==> src/pkg/ssb_cfg.svh <==
// Timing and field constants for the snooze and burst order block
`ifndef SSB_CFG_SVH
`define SSB_CFG_SVH
`define SSB_CLK_PERIOD_NS 10
`define SSB_ENTRY_IGNORE_CYC 2
`define SSB_EXIT_RESUME_CYC 2
`define SSB_ENTRY_POWER_CYC 2
// One cycle passes before the entry counter starts, so it stops two short of the delay
`define SSB_ENTRY_WAIT_LAST (`SSB_ENTRY_POWER_CYC - 2)
`define SSB_EXIT_POWER_CYC 0
`define SSB_BURST_BEATS 4
`define SSB_BEAT_W 2
`define SSB_BEAT_LAST 2'h3
`define SSB_BEAT_ZERO 2'h0
`define SSB_BEAT_ONE 2'h1
`define SSB_CNT_ZERO 2'h0
`define SSB_CNT_ONE 2'h1
`endif

==> src/pkg/ssb_pkg.sv <==
// Types for the snooze and burst order block
package ssb_pkg;
	typedef enum logic {SSB_ORDER_LINEAR, SSB_ORDER_INTERLEAVED} ssb_order_e;
	typedef enum logic [1:0] {SSB_AWAKE, SSB_ENTERING, SSB_SNOOZE} ssb_state_e;
	typedef struct packed {
		logic start;
		logic advance;
		logic [19:0] addr;
	} ssb_cmd_s;
	typedef struct packed {
		logic valid;
		logic [19:0] addr;
	} ssb_beat_s;
endpackage

==> src/verilog/ssb_burst_seq.sv <==
// Four-beat burst address sequencer, interleaved or linear
`timescale 1ns/100ps
`include "ssb_cfg.svh"
module ssb_burst_seq
	import ssb_pkg::*;
#(
	parameter int ADDR_W = 20
)
(
	// Clock and reset
	input wire logic clk,
	input wire logic srst,
	// Control
	input wire logic start,
	input wire logic advance,
	input wire logic [ADDR_W-1:0] start_addr,
	input wire ssb_order_e order,
	// Beat address
	output logic [ADDR_W-1:0] beat_addr,
	output logic beat_active
);
	logic [ADDR_W-1:0] base_q, base_d;
	logic [`SSB_BEAT_W-1:0] cnt_q, cnt_d;
	ssb_order_e order_q, order_d;
	logic active_q, active_d;

	function automatic logic [`SSB_BEAT_W-1:0] low_bits(input logic [`SSB_BEAT_W-1:0] s,
		input logic [`SSB_BEAT_W-1:0] c, input ssb_order_e o);
		// Only the low pair changes, so the burst wraps inside its group
		low_bits = (o == SSB_ORDER_INTERLEAVED) ? (s ^ c) : `SSB_BEAT_W'(s + c);
	endfunction

	wire last_beat = (cnt_q == `SSB_BEAT_LAST);
	wire step = active_q && advance && !start;
	assign base_d = start ? start_addr : base_q;
	assign order_d = start ? order : order_q;
	assign cnt_d = start ? `SSB_CNT_ZERO : (step ? `SSB_BEAT_W'(cnt_q + `SSB_CNT_ONE) : cnt_q);
	assign active_d = start ? 1'h1 : ((step && last_beat) ? 1'h0 : active_q);
	assign beat_addr = {base_q[ADDR_W-1:`SSB_BEAT_W], low_bits(base_q[`SSB_BEAT_W-1:0], cnt_q, order_q)};
	assign beat_active = active_q;

	always_ff @(posedge clk)
	begin
		if (srst)
		begin
			base_q <= '0;
			cnt_q <= `SSB_CNT_ZERO;
			order_q <= SSB_ORDER_INTERLEAVED;
			active_q <= 1'h0;
		end
		else
		begin
			base_q <= base_d;
			cnt_q <= cnt_d;
			order_q <= order_d;
			active_q <= active_d;
		end
	end
endmodule // ssb_burst_seq

==> src/verilog/ssb_snooze_burst.sv <==
// Snooze entry and exit sequencing with burst address ordering
`timescale 1ns/100ps
`include "ssb_cfg.svh"

module ssb_snooze_burst
	import ssb_pkg::*;
#(
	parameter int ADDR_W = 20
)
(
	// Clock and reset
	input wire logic clk,
	input wire logic srst,
	// Pins from the memory controller
	input wire logic sleep_request,
	input wire logic burst_order_select,
	input wire ssb_cmd_s cmd,
	// Towards the memory core
	output ssb_beat_s core_beat,
	output logic core_snooze,
	output logic inputs_honoured
);
	// State and counters
	ssb_state_e state_q, state_d;
	logic [1:0] wait_q, wait_d;
	logic snooze_q, snooze_d;
	logic honour_q, honour_d;
	logic [1:0] resume_q, resume_d;
	ssb_beat_s beat_q, beat_d;

	// Sequencer hookup
	logic [ADDR_W-1:0] seq_addr;
	logic seq_active;

	// Counter steps for the entry (count_up) and resume (count_down) counters
	function automatic logic [1:0] count_up(input logic [1:0] v);
		count_up = 2'(v + `SSB_CNT_ONE);
	endfunction

	// Stops at zero so an idle resume counter never wraps
	function automatic logic [1:0] count_down(input logic [1:0] v);
		if (v == `SSB_CNT_ZERO)
			count_down = `SSB_CNT_ZERO;
		else
			count_down = 2'(v - `SSB_CNT_ONE);
	endfunction

	// Sleep pin
	wire sleep_on = sleep_request;
	wire sleep_off = !sleep_request;
	wire in_snooze = (state_q == SSB_SNOOZE);
	wire entry_done = (wait_q == 2'(`SSB_ENTRY_WAIT_LAST));
	wire [1:0] wait_next = count_up(wait_q);
	wire wake_edge = in_snooze && sleep_off;
	wire resume_idle = (resume_q == `SSB_CNT_ZERO);
	wire [1:0] resume_load = 2'(`SSB_EXIT_RESUME_CYC);

	// Burst order pin
	// An undriven select pin reads high at the pad, giving interleaved order
	wire ssb_order_e order_sel = burst_order_select ? SSB_ORDER_INTERLEAVED : SSB_ORDER_LINEAR;

	// Command gating
	// Commands count only outside snooze and after the resume gap
	wire cmd_ok = !in_snooze && resume_idle;
	wire seq_start = cmd_ok && cmd.start;
	wire seq_adv = cmd_ok && cmd.advance;
	wire [ADDR_W-1:0] seq_base = cmd.addr[ADDR_W-1:0];

	// Snooze state machine
	always_comb
	begin
		state_d = state_q;
		wait_d = wait_q;
		unique case (state_q)
			SSB_AWAKE:
			begin
				wait_d = `SSB_CNT_ZERO;
				if (sleep_on)
					state_d = SSB_ENTERING;
			end
			SSB_ENTERING:
			begin
				// Inputs still honoured here; snooze after the full delay
				if (sleep_off)
					state_d = SSB_AWAKE;
				else if (entry_done)
					state_d = SSB_SNOOZE;
				else
					wait_d = wait_next;
			end
			SSB_SNOOZE:
			begin
				if (sleep_off)
					state_d = SSB_AWAKE;
			end
			default:
				state_d = SSB_AWAKE;
		endcase
	end

	// Power state tracks the next state so release costs no cycle
	wire next_snooze = (state_d == SSB_SNOOZE);
	assign snooze_d = next_snooze;
	// Commands are refused in snooze and through the resume gap
	wire resume_clear = (resume_d == `SSB_CNT_ZERO);
	assign honour_d = !next_snooze && resume_clear;
	// Resume gap guards against a controller that breaks its wait
	assign resume_d = wake_edge ? resume_load :
		count_down(resume_q);
	// Valid drops on the snooze edge itself, never alongside snooze
	assign beat_d.valid = seq_active && !next_snooze;
	assign beat_d.addr = seq_addr;

	// Burst address sequencer
	ssb_burst_seq #(
		.ADDR_W(ADDR_W)
	) u_seq (
		.clk(clk),
		.srst(srst),
		.start(seq_start),
		.advance(seq_adv),
		.start_addr(seq_base),
		.order(order_sel),
		.beat_addr(seq_addr),
		.beat_active(seq_active)
	);

	// State register
	always_ff @(posedge clk)
	begin
		if (srst)
		begin
			state_q <= SSB_AWAKE;
		end
		else
		begin
			state_q <= state_d;
		end
	end

	// Entry counter
	always_ff @(posedge clk)
	begin
		if (srst)
		begin
			wait_q <= `SSB_CNT_ZERO;
		end
		else
		begin
			wait_q <= wait_d;
		end
	end

	// Snooze power flag
	always_ff @(posedge clk)
	begin
		if (srst)
		begin
			snooze_q <= 1'h0;
		end
		else
		begin
			snooze_q <= snooze_d;
		end
	end

	// Command acceptance flag
	always_ff @(posedge clk)
	begin
		if (srst)
		begin
			honour_q <= 1'h1;
		end
		else
		begin
			honour_q <= honour_d;
		end
	end

	// Resume gap counter
	always_ff @(posedge clk)
	begin
		if (srst)
		begin
			resume_q <= `SSB_CNT_ZERO;
		end
		else
		begin
			resume_q <= resume_d;
		end
	end

	// Beat register
	always_ff @(posedge clk)
	begin
		if (srst)
		begin
			beat_q <= '0;
		end
		else
		begin
			beat_q <= beat_d;
		end
	end

	// Outputs come straight from their flip-flops
	assign core_snooze = snooze_q;
	assign inputs_honoured = honour_q;
	assign core_beat = beat_q;
endmodule // ssb_snooze_burst

==> config.mk <==
export PLATFORM = sky130hd
export DESIGN_NAME = ssb_snooze_burst
export DESIGN_NICKNAME = d
export VERILOG_FILES = /design/src/pkg/ssb_pkg.sv /design/src/verilog/ssb_burst_seq.sv /design/src/verilog/ssb_snooze_burst.sv
export VERILOG_INCLUDE_DIRS = /design/src /design/src/pkg
export SDC_FILE = /design/constraint.sdc
export NUM_CORES = 1
export LEC_CHECK = 0
export BUFFER_PORTS_ARGS = -buffer_cell sky130_fd_sc_hd__buf_2
export CAP_MARGIN = 0
export CORE_ASPECT_RATIO = 1.75
export CORE_MARGIN = 4
export CORE_UTILIZATION = 40
export CTS_CLUSTER_SIZE = 40
export DETAILED_ROUTE_END_ITERATION = 6
export PLACE_DENSITY = 0.73
export SYNTH_ARGS = -nofsm -noshare
export SYNTH_HDL_FRONTEND = slang
export SYNTH_HIERARCHICAL = 1
export SYNTH_SLANG_ARGS = --single-unit
==> constraint.sdc <==
create_clock -name clk -period 1.5 [get_ports clk]
set_input_delay 0.15 -clock clk [delete_from_list [all_inputs] [get_ports clk]]
set_output_delay 0.15 -clock clk [all_outputs]
set_load 0.02 [all_outputs]
==> results of run 1 <==
## power breakdown
part / internal [mW] / switching, mW
Sequential: 1.47 / 0.0284
Combinational: 0.134 / 0.136
Clock: 0.542 / 0.442
Total: 2.15 / 0.606
## flip-flops by register name (all words and copies together) (netlist names)
name,count
core_beat,21
core_snooze,1
inputs_honoured,1
resume_q,2
state_q,2
u_seq/base_q,20
u_seq/beat_active,1
u_seq/cnt_q,2
u_seq/order_q,1
wait_q,2
## timing repair
| action | CTS | global route |
|---|---|---|
| setup endpoints to repair | 0 | 25 |
| gates resized for setup | 0 | 5 |
| hold endpoints to repair | 0 | 0 |
## cell usage after synthesis
cell      number  area [um^2]
a211o_1        1         8.76
a211oi_1       2         15.0
a21bo_2        2         20.0
a21boi_0       1         7.51
a21oi_1        4         20.0
and2_1         2         12.5
and3b_1        2         17.5
buf_12         2         40.0
buf_2          2         10.0
buf_4         18          135
buf_6          1         11.3
clkbuf_1       4         15.0
dfxtp_1       53         1060
ha_1           3         37.5
inv_1          3         11.3
mux2i_1       20          200
nand2b_1       2         12.5
nand3_1        1         5.00
nand3b_1       1         7.51
nor2_1        23         86.3
nor2b_1       23          144
nor3_1         1         5.00
nor3b_1        1         7.51
nor4b_1        1         8.76
o21ai_0        1         5.00
o21ba_2        1         10.0
o22ai_1        1         6.26
o32ai_1        1         8.76
or2_1          1         6.26
or2_2          1         6.26
or2b_1         1         7.51
or4b_4         1         13.8
xnor2_1        2         17.5
## worst min-delay path by stage
stage / depth (start not counted) / slack (ps) / end
6_report: 2 / 60 / u_seq/order_q
4_1_cts: 2 / 50 / u_seq/order_q
3_3_place_gp: 2 / 370 / u_seq/order_q
2_1_floorplan: 1 / 250 / u_seq/order_q
5_1_grt: 2 / 50 / u_seq/order_q
3_5_place_dp: 2 / 370 / u_seq/order_q
## through the flow
step,utilization,setup TNS (ps),power (mW)
finish,0.479,0,2.76
global route,0.479,-1.67,2.87
CTS,0.471,0,2.79
detailed placement,0.446,0,1.80
global placement,0.446,0,1.79
floorplan,-,0,1.76
## cell usage in the layout (no fill, tap or decap), types with 3 or more instances in the layout
cell type / netlist / routed
a21oi_1: 4 / 4
nor2b_1: 23 / 22
ha_1: 3 / 3
mux2i_1: 20 / 20
buf_2: 2 / 48
inv_1: 3 / 3
buf_4: 18 / 3
clkbuf_8: 0 / 6
dfxtp_1: 53 / 53
nor2_1: 23 / 23
## layer usage
layer	up-vias	wire [um]	global-route usage
li1	640	-	-
met1	579	1290	0.115
met2	28	1770	0.184
met3	7	151	0.0269
met4	0	93	0.0651
met5	-	0	0
## worst max-delay path, stage by stage, from the launching register on
cell	delay [ps]
dfxtp_1	360
nor2b_2	230
nor3_2	60
and2_4	180
clkbuf_16	170
or2_1	240
a21oi_1	110
## cell families (layout without fill, tap and decap cells)
family,Yosys count,after routing,share of synthesized area
AO/OA/AOI/OAI,14,14,0.0512
XOR/XNOR,2,2,0.00885
adder cells (fa/ha/maj),3,3,0.0190
buffers and inverters,30,64,0.112
flip-flops,53,53,0.536
multiplexers,20,20,0.101
AND/OR/NAND/NOR,61,61,0.172
## layout make-up
cell class / instances / area, um^2
Clock buffer: 6 / 82.6
Clock inverter: 2 / 37.5
Fill cell: 458 / 2480
Inverter: 3 / 11.3
Multi-Input combinational cell: 100 / 707
Sequential cell: 53 / 1060
Tap cell: 52 / 65.1
Timing Repair Buffer: 53 / 308
==> results.yml, run 1 <==
clock_network:
  clk_path_buf_depth: 2
  clockRootBuffer: "clkbuf_8"
  cts_hold_repair.buffers: 0
  cts_tree: "built"
  clk_pin_slew_worst_paths_ps: 90
  cts_sinks: 53
  h-tree-depth: 2
  post-cts-setup-buffer-count: 0
  clk_latency_ps: 300
  cts_buffers: 5
setup_path:
  required_ps: 1730
  endpoint: "u_seq/cnt_q[0]"
  crit_path_max_fanout: 12
  endpoint_kind: "register"
  rr_startpoint: "state_q[1]"
  startpoint_type: "register"
  cp-startpoint: "state_q[1]"
  reg2reg_setup_slack_ps: 70
  worst-endpoint-arrival_ps: 1660
  rr_endpoint: "u_seq/cnt_q[0]"
  critPathKind: "register to register"
  r2r_cells: 6
timing:
  finalClockSkew_ps: 5.35
  tightest_slew_ps: 484
  min_period_ps: 1430
  worst_hold_slack_ps: 61.3
  max_freq_ghz: 0.700
  post-route-period-util: 0.953
  setup_viol: 0
  relSlewSlack: 0.677
  final_max_slew_viol_count: 0
  hold_viol: 0
  setup_ws_ps: 71.1
run_status:
  status: "finished, final reports clean"
logic_synthesis:
  ys_ff_latch: 53
  synth_seq_area_share: 0.536
  synth_cell_types: 33
  syn-instance-count: 183
  syn-num-nets: 212
  avgSynthCellArea_um2: 10.8
  synth.yosys.warnings: 6
  synth_area_um2: 1980
global_route:
  grt_use_total: 0.109
  grt_overflow: 0
  antenna_found_initial: 0
  grt_max_degree: 52
  grt_pass1_wl_um: 4980
  grt_pass1_vias: 1184
power_and_ir_drop:
  power_density_nw_per_um2: 1210
  power_leakage_nw: 1.05
  max-vdd-ir-drop_mv: 0.657
placement:
  numPortBuffers: 48
  dp_hpwl_um: 2270
  dp_cells: 260
  place_worst_setup_slack_ps: 75.6
  place_area_um2: 2120
  gp_congestion: 0.746
layout:
  num_antenna_cells: 0
  finish.instance_area_um2: 2270
  layout-drive-gt1-share: 0.318
  final_cell_count_no_fill: 269
  area_delta_synth_final_pct: 14.7
  nNetsFinal: 245
route:
  wl_um: 3310
  route.vias.total: 1254
  vias_per_cell: 4.66
  route.detailed.drc: 0
  detail-route-antenna-nets: 0
  dr.pass1.iters: 3
  detail_route.wl_per_cell_um: 12.3
  drtIter0Drc: 28
floorplanning:
  die_h_um: 101
  core_area_um2: 4750
  num_rows: 33
  start_util: 0.417
  io_pins: 49
  die_area_um2: 6190
  die_x_um: 61.2
hold_path:
  hold_path_class: "primary input to register"
  worstHoldStart: "burst_order_select"
flow_run:
  maxCapViolCount: 0
Power figures use the tool's default switching activity.
==> run 2, diff against run 1 <==
--- a/config.mk
+++ b/config.mk
@@ -13,8 +13,7 @@
 export CORE_UTILIZATION = 40
 export CTS_CLUSTER_SIZE = 40
 export DETAILED_ROUTE_END_ITERATION = 6
-export PLACE_DENSITY = 0.73
+export PLACE_DENSITY = 0.74
 export SYNTH_ARGS = -nofsm -noshare
 export SYNTH_HDL_FRONTEND = slang
-export SYNTH_HIERARCHICAL = 1
 export SYNTH_SLANG_ARGS = --single-unit
==> results.yml, run 2 <==
timing:
  min_period_ps: 1330
  max_freq_ghz: 0.750
  post-route-period-util: 0.889
  relSlewSlack: 0.695
  finalClockSkew_ps: 5.93
  setup_viol: 0
  final_max_slew_viol_count: 0
  setup_ws_ps: 166
  rsz0062_at_grt: "false"
  tightest_slew_ps: 457
  hold_viol: 0
  worst_hold_slack_ps: 67.2
  fin_tns_setup_ps: 0
logic_synthesis:
  synth_top_area_cell: "dfxtp_1"
  synth.yosys.warnings: 0
  syn-num-nets: 219
  synth_common_cells: "dfxtp_1, nand2_1, nor2b_1"
  async_reset_ff_frac: 0
  ys_ff_latch: 53
  synth_most_common_cell: "dfxtp_1"
  synth_area_leaders: "dfxtp_1, nand2_1, nor2b_1, a21oi_1, ha_1"
  avgSynthCellArea_um2: 9.65
  synthFlopType: "dfxtp_1"
  synth_area_um2: 1830
  synth_seq_area_share: 0.578
  synth_cell_types: 33
  synth_edf_count: 0
  syn-instance-count: 190
  synth_top_area_frac: 0.578
clock_network:
  clk_latency_ps: 300
  cts_buffers: 5
  post-cts-setup-buffer-count: 0
  clk_pin_slew_worst_paths_ps: 90
  clockRootBuffer: "clkbuf_8"
  cts_hold_repair.buffers: 0
  cts_sinks: 53
  clk_path_buf_depth: 2
  h-tree-depth: 2
  cts_resized: 0
  cts_tree: "built"
layout:
  n_fill_cell: 443
  layout_common_cells: "dfxtp_1, buf_2, nand2_1, nor2b_1, a21oi_1"
  multi_input_area_um2: 691
  largest_reg_flops: 21
  fin_util: 0.505
  nNetsFinal: 270
  final_common_cell: "dfxtp_1"
  regArea_um2: 1060
  num_antenna_cells: 0
  layout-drive-gt1-share: 0.281
  area_delta_synth_final_pct: 21.3
floorplanning:
  die_h_um: 97.6
  die_x_um: 59.2
  die_area_um2: 5780
  start_util: 0.416
  core_area_um2: 4400
  io_pins: 49
  num_rows: 32
route:
  vias_per_cell: 4.67
  wl_um: 3310
  route.vias.total: 1369
  detail-route-antenna-nets: 0
  dr.pass1.iters: 3
  route.detailed.drc: 0
  detail_route.wl_per_cell_um: 11.3
  drtIter0Drc: 14
run_status:
  status: "finished, final reports clean"
setup_path:
  required_ps: 1680
  worst-endpoint-arrival_ps: 1520
  crit_path_max_fanout: 3
  endpoint_kind: "register"
  critPathKind: "register to register"
  startpoint_type: "register"
global_route:
  antenna_found_initial: 0
  grt_use_total: 0.121
  grt_pass1_vias: 1272
  grt_pass1_wl_um: 5420
  grt_overflow: 0
  grt_max_degree: 26
power_and_ir_drop:
  power_leakage_nw: 1.01
  power_density_nw_per_um2: 1220
  max-vdd-ir-drop_mv: 0.644
placement:
  gp_congestion: 0.703
  numPortBuffers: 48
  place_worst_setup_slack_ps: 171
  dp_hpwl_um: 2490
flow_run:
  maxCapViolCount: 0
hold_path:
  hold_path_class: "primary input to register"
[run 2: cell count changes after synthesis, sizes merged, moves of 15 or more]
cell	previous run	this run
a21oi	4	23
buf	23	6
nand2	0	45
nor2	23	8
mux2i	20	1
[run 2: cells by family (layout without fill, tap and decap cells)]
kind of cell	Yosys count	in the layout	share of synthesized area
AND/OR/NAND/NOR	90	90	0.248
flip-flops	53	53	0.578
AO/OA/AOI/OAI	28	28	0.0880
buffers and inverters	12	64	0.0450
adder cells (fa/ha/maj)	3	3	0.0205
XOR/XNOR	3	3	0.0143
multiplexers	1	1	0.00546
[run 2: critical path, stage by stage (launching register included)]
cell and delay, ps:
dfxtp_1 340, inv_1 50, ha_1 220, nand2b_1 170, a21o_1 200, a22oi_1 180
nor2_1 50
[run 2: path summary, 6_finish.rpt]
kind	from	end	slack, ps	cells after the start
max	wait_q[0]	wait_q[1]	170	6
min	burst_order_select	u_seq.order_q	70	3
max reg2reg	wait_q[0]	wait_q[1]	170	6
min reg2reg	u_seq.base_q[14]	u_seq.base_q[14]	450	2
[run 2: final cells by class]
type	count	area share
Timing Repair Buffer	54	0.128
Multi-Input combinational cell	125	0.310
Clock buffer	7	0.0388
Tap cell	51	0.0287
Sequential cell	53	0.477
Clock inverter	1	0.0135
Inverter	2	0.00337
[run 2: power by group]
group | internal (mW) | total (mW) | switching [mW]
Clock | 0.544 | 0.967 | 0.423
Sequential | 1.47 | 1.50 | 0.0250
Combinational | 0.105 | 0.244 | 0.140
Total | 2.12 | 2.71 | 0.588
[run 2: per-stage QoR]
stage / power (mW) / area, um^2 / cells
floorplan: 1.69 / 1830 / 190
global placement: 1.77 / 2110 / 285
detailed placement: 1.78 / 2110 / 285
CTS: 2.75 / 2220 / 293
global route: 2.82 / 2220 / 293
finish: 2.71 / 2220 / 293
[run 2: layer usage]
metal	routed length [um]	GRT usage	vias up
met5	0	0	-
met4	64	0.0628	0
met3	194	0.0319	6
met2	1760	0.220	27
met1	1290	0.118	624
li1	-	-	712
==> run 3, diff against run 2 <==
--- a/config.mk
+++ b/config.mk
@@ -8,7 +8,7 @@
 export LEC_CHECK = 0
 export BUFFER_PORTS_ARGS = -buffer_cell sky130_fd_sc_hd__buf_2
 export CAP_MARGIN = 0
-export CORE_ASPECT_RATIO = 1.75
+export CORE_ASPECT_RATIO = 0.75
 export CORE_MARGIN = 4
 export CORE_UTILIZATION = 40
 export CTS_CLUSTER_SIZE = 40
==> results.yml, run 3 (synthesis results as in run 2) <==
run_status:
  status: "finished, final reports clean"
global_route:
  grt_use_total: 0.119
  antenna_found_initial: 0
  grt_pass1_vias: 1200
  grt_max_degree: 24
  grt_overflow: 0
  grt_pass1_wl_um: 5260
power_and_ir_drop:
  p_clk_frac: 0.310
  p_sw_mw: 0.614
  p_int_mw: 1.91
  max-vdd-ir-drop_mv: 0.401
  p_seq_frac: 0.594
  power_leakage_nw: 0.992
  comb_power_share: 0.097
  power_density_nw_per_um2: 1140
  swShare: 0.244
route:
  route.detailed.drc: 0
  detail-route-antenna-nets: 0
  drtIter0Drc: 39
  wl_um: 3220
  route.vias.total: 1364
  vias_per_cell: 4.56
  dr.pass1.iters: 4
  detail_route.wl_per_cell_um: 10.8
timing:
  rsz0062_at_grt: "false"
  setup_viol: 0
  post-route-period-util: 0.869
  final_max_slew_viol_count: 0
  fin_tns_setup_ps: 0
  relSlewSlack: 0.735
  max_freq_ghz: 0.767
  hold_viol: 0
  tightest_slew_ps: 397
  finalClockSkew_ps: 1.88
  min_period_ps: 1300
layout:
  final_cell_count_no_fill: 299
  num_antenna_cells: 0
  nNetsFinal: 270
  layout-drive-gt1-share: 0.285
  area_delta_synth_final_pct: 20.3
  final_common_cell: "dfxtp_1"
  finish.instance_area_um2: 2210
  layout_common_cells: "dfxtp_1, buf_2, nand2_1, nor2b_1, a21oi_1"
  largest_reg_flops: 21
hold_path:
  hold_path_class: "primary input to register"
floorplanning:
  die_area_um2: 5740
  io_pins: 49
  num_rows: 21
  die_h_um: 66.6
  start_util: 0.413
  core_area_um2: 4440
  die_x_um: 86.2
clock_network:
  cts_buffers: 5
  clk_pin_slew_worst_paths_ps: 90
  clk_latency_ps: 300
  clk_path_buf_depth: 2
  cts_hold_repair.buffers: 0
  cts_sinks: 53
  post-cts-setup-buffer-count: 0
  h-tree-depth: 2
  cts_tree: "built"
  cts_resized: 0
  clockRootBuffer: "clkbuf_8"
placement:
  place_area_um2: 2120
  dp_cells: 291
  dp_hpwl_um: 2380
  gp_congestion: 0.697
  numPortBuffers: 48
setup_path:
  critPathKind: "register to register"
  required_ps: 1680
  worst-endpoint-arrival_ps: 1490
  startpoint_type: "register"
  endpoint_kind: "register"
  crit_path_max_fanout: 3
flow_run:
  maxCapViolCount: 0
-- run 3: final timing paths --
path                          from          endpoint  slack (ps)  cells after the start
setup / recovery         wait_q[0]         wait_q[1]         200                      6
hold / removal              cmd[2]   u_seq.base_q[2]          80                      3
hold reg to reg   u_seq.base_q[14]  u_seq.base_q[14]         450                      2
setup reg to reg         wait_q[0]         wait_q[1]         200                      6
-- run 3: layout make-up --
class,instances,area [um^2]
repair buffers,54,285
well taps,57,71.3
fillers,415,2230
clock buffers,5,68.8
multi-input cells,125,691
inverters,2,7.51
flip-flops and latches,53,1060
clock inverters,3,21.3
-- run 3: through the flow --
step	setup slack, ps	utilization	hold WS, ps	power, mW
finish	196	0.497	76.7	2.52
global route	62.8	0.497	63.7	2.65
CTS	193	0.497	64.8	2.56
detailed placement	211	0.476	388	1.78
global placement	246	0.476	369	1.77
floorplan	282	-	275	1.69
-- run 3: metal layers --
metal / GRT usage / part of all wire
met2: 0.186 / 0.43
met5: 0 / 0
met1: 0.147 / 0.48
met4: 0.0525 / 0.016
met3: 0.0433 / 0.079
-- run 3: critical path, stage by stage, from the launching register on --
cell	delay [ps]
dfxtp_1	330
inv_1	50
ha_1	210
nand2b_1	160
a21o_1	190
a22oi_1	180
nor2_1	50
-- run 3: power by group through the flow --
| stage | Clock, mW | Combinational (mW) | Sequential [mW] |
|---|---|---|---|
| global placement | 0 | 0.242 | 1.53 |
| finish | 0.781 | 0.243 | 1.50 |
| detailed placement | 0 | 0.247 | 1.53 |
| global route | 0.870 | 0.272 | 1.50 |
| floorplan | 0 | 0.138 | 1.56 |
| CTS | 0.818 | 0.248 | 1.50 |
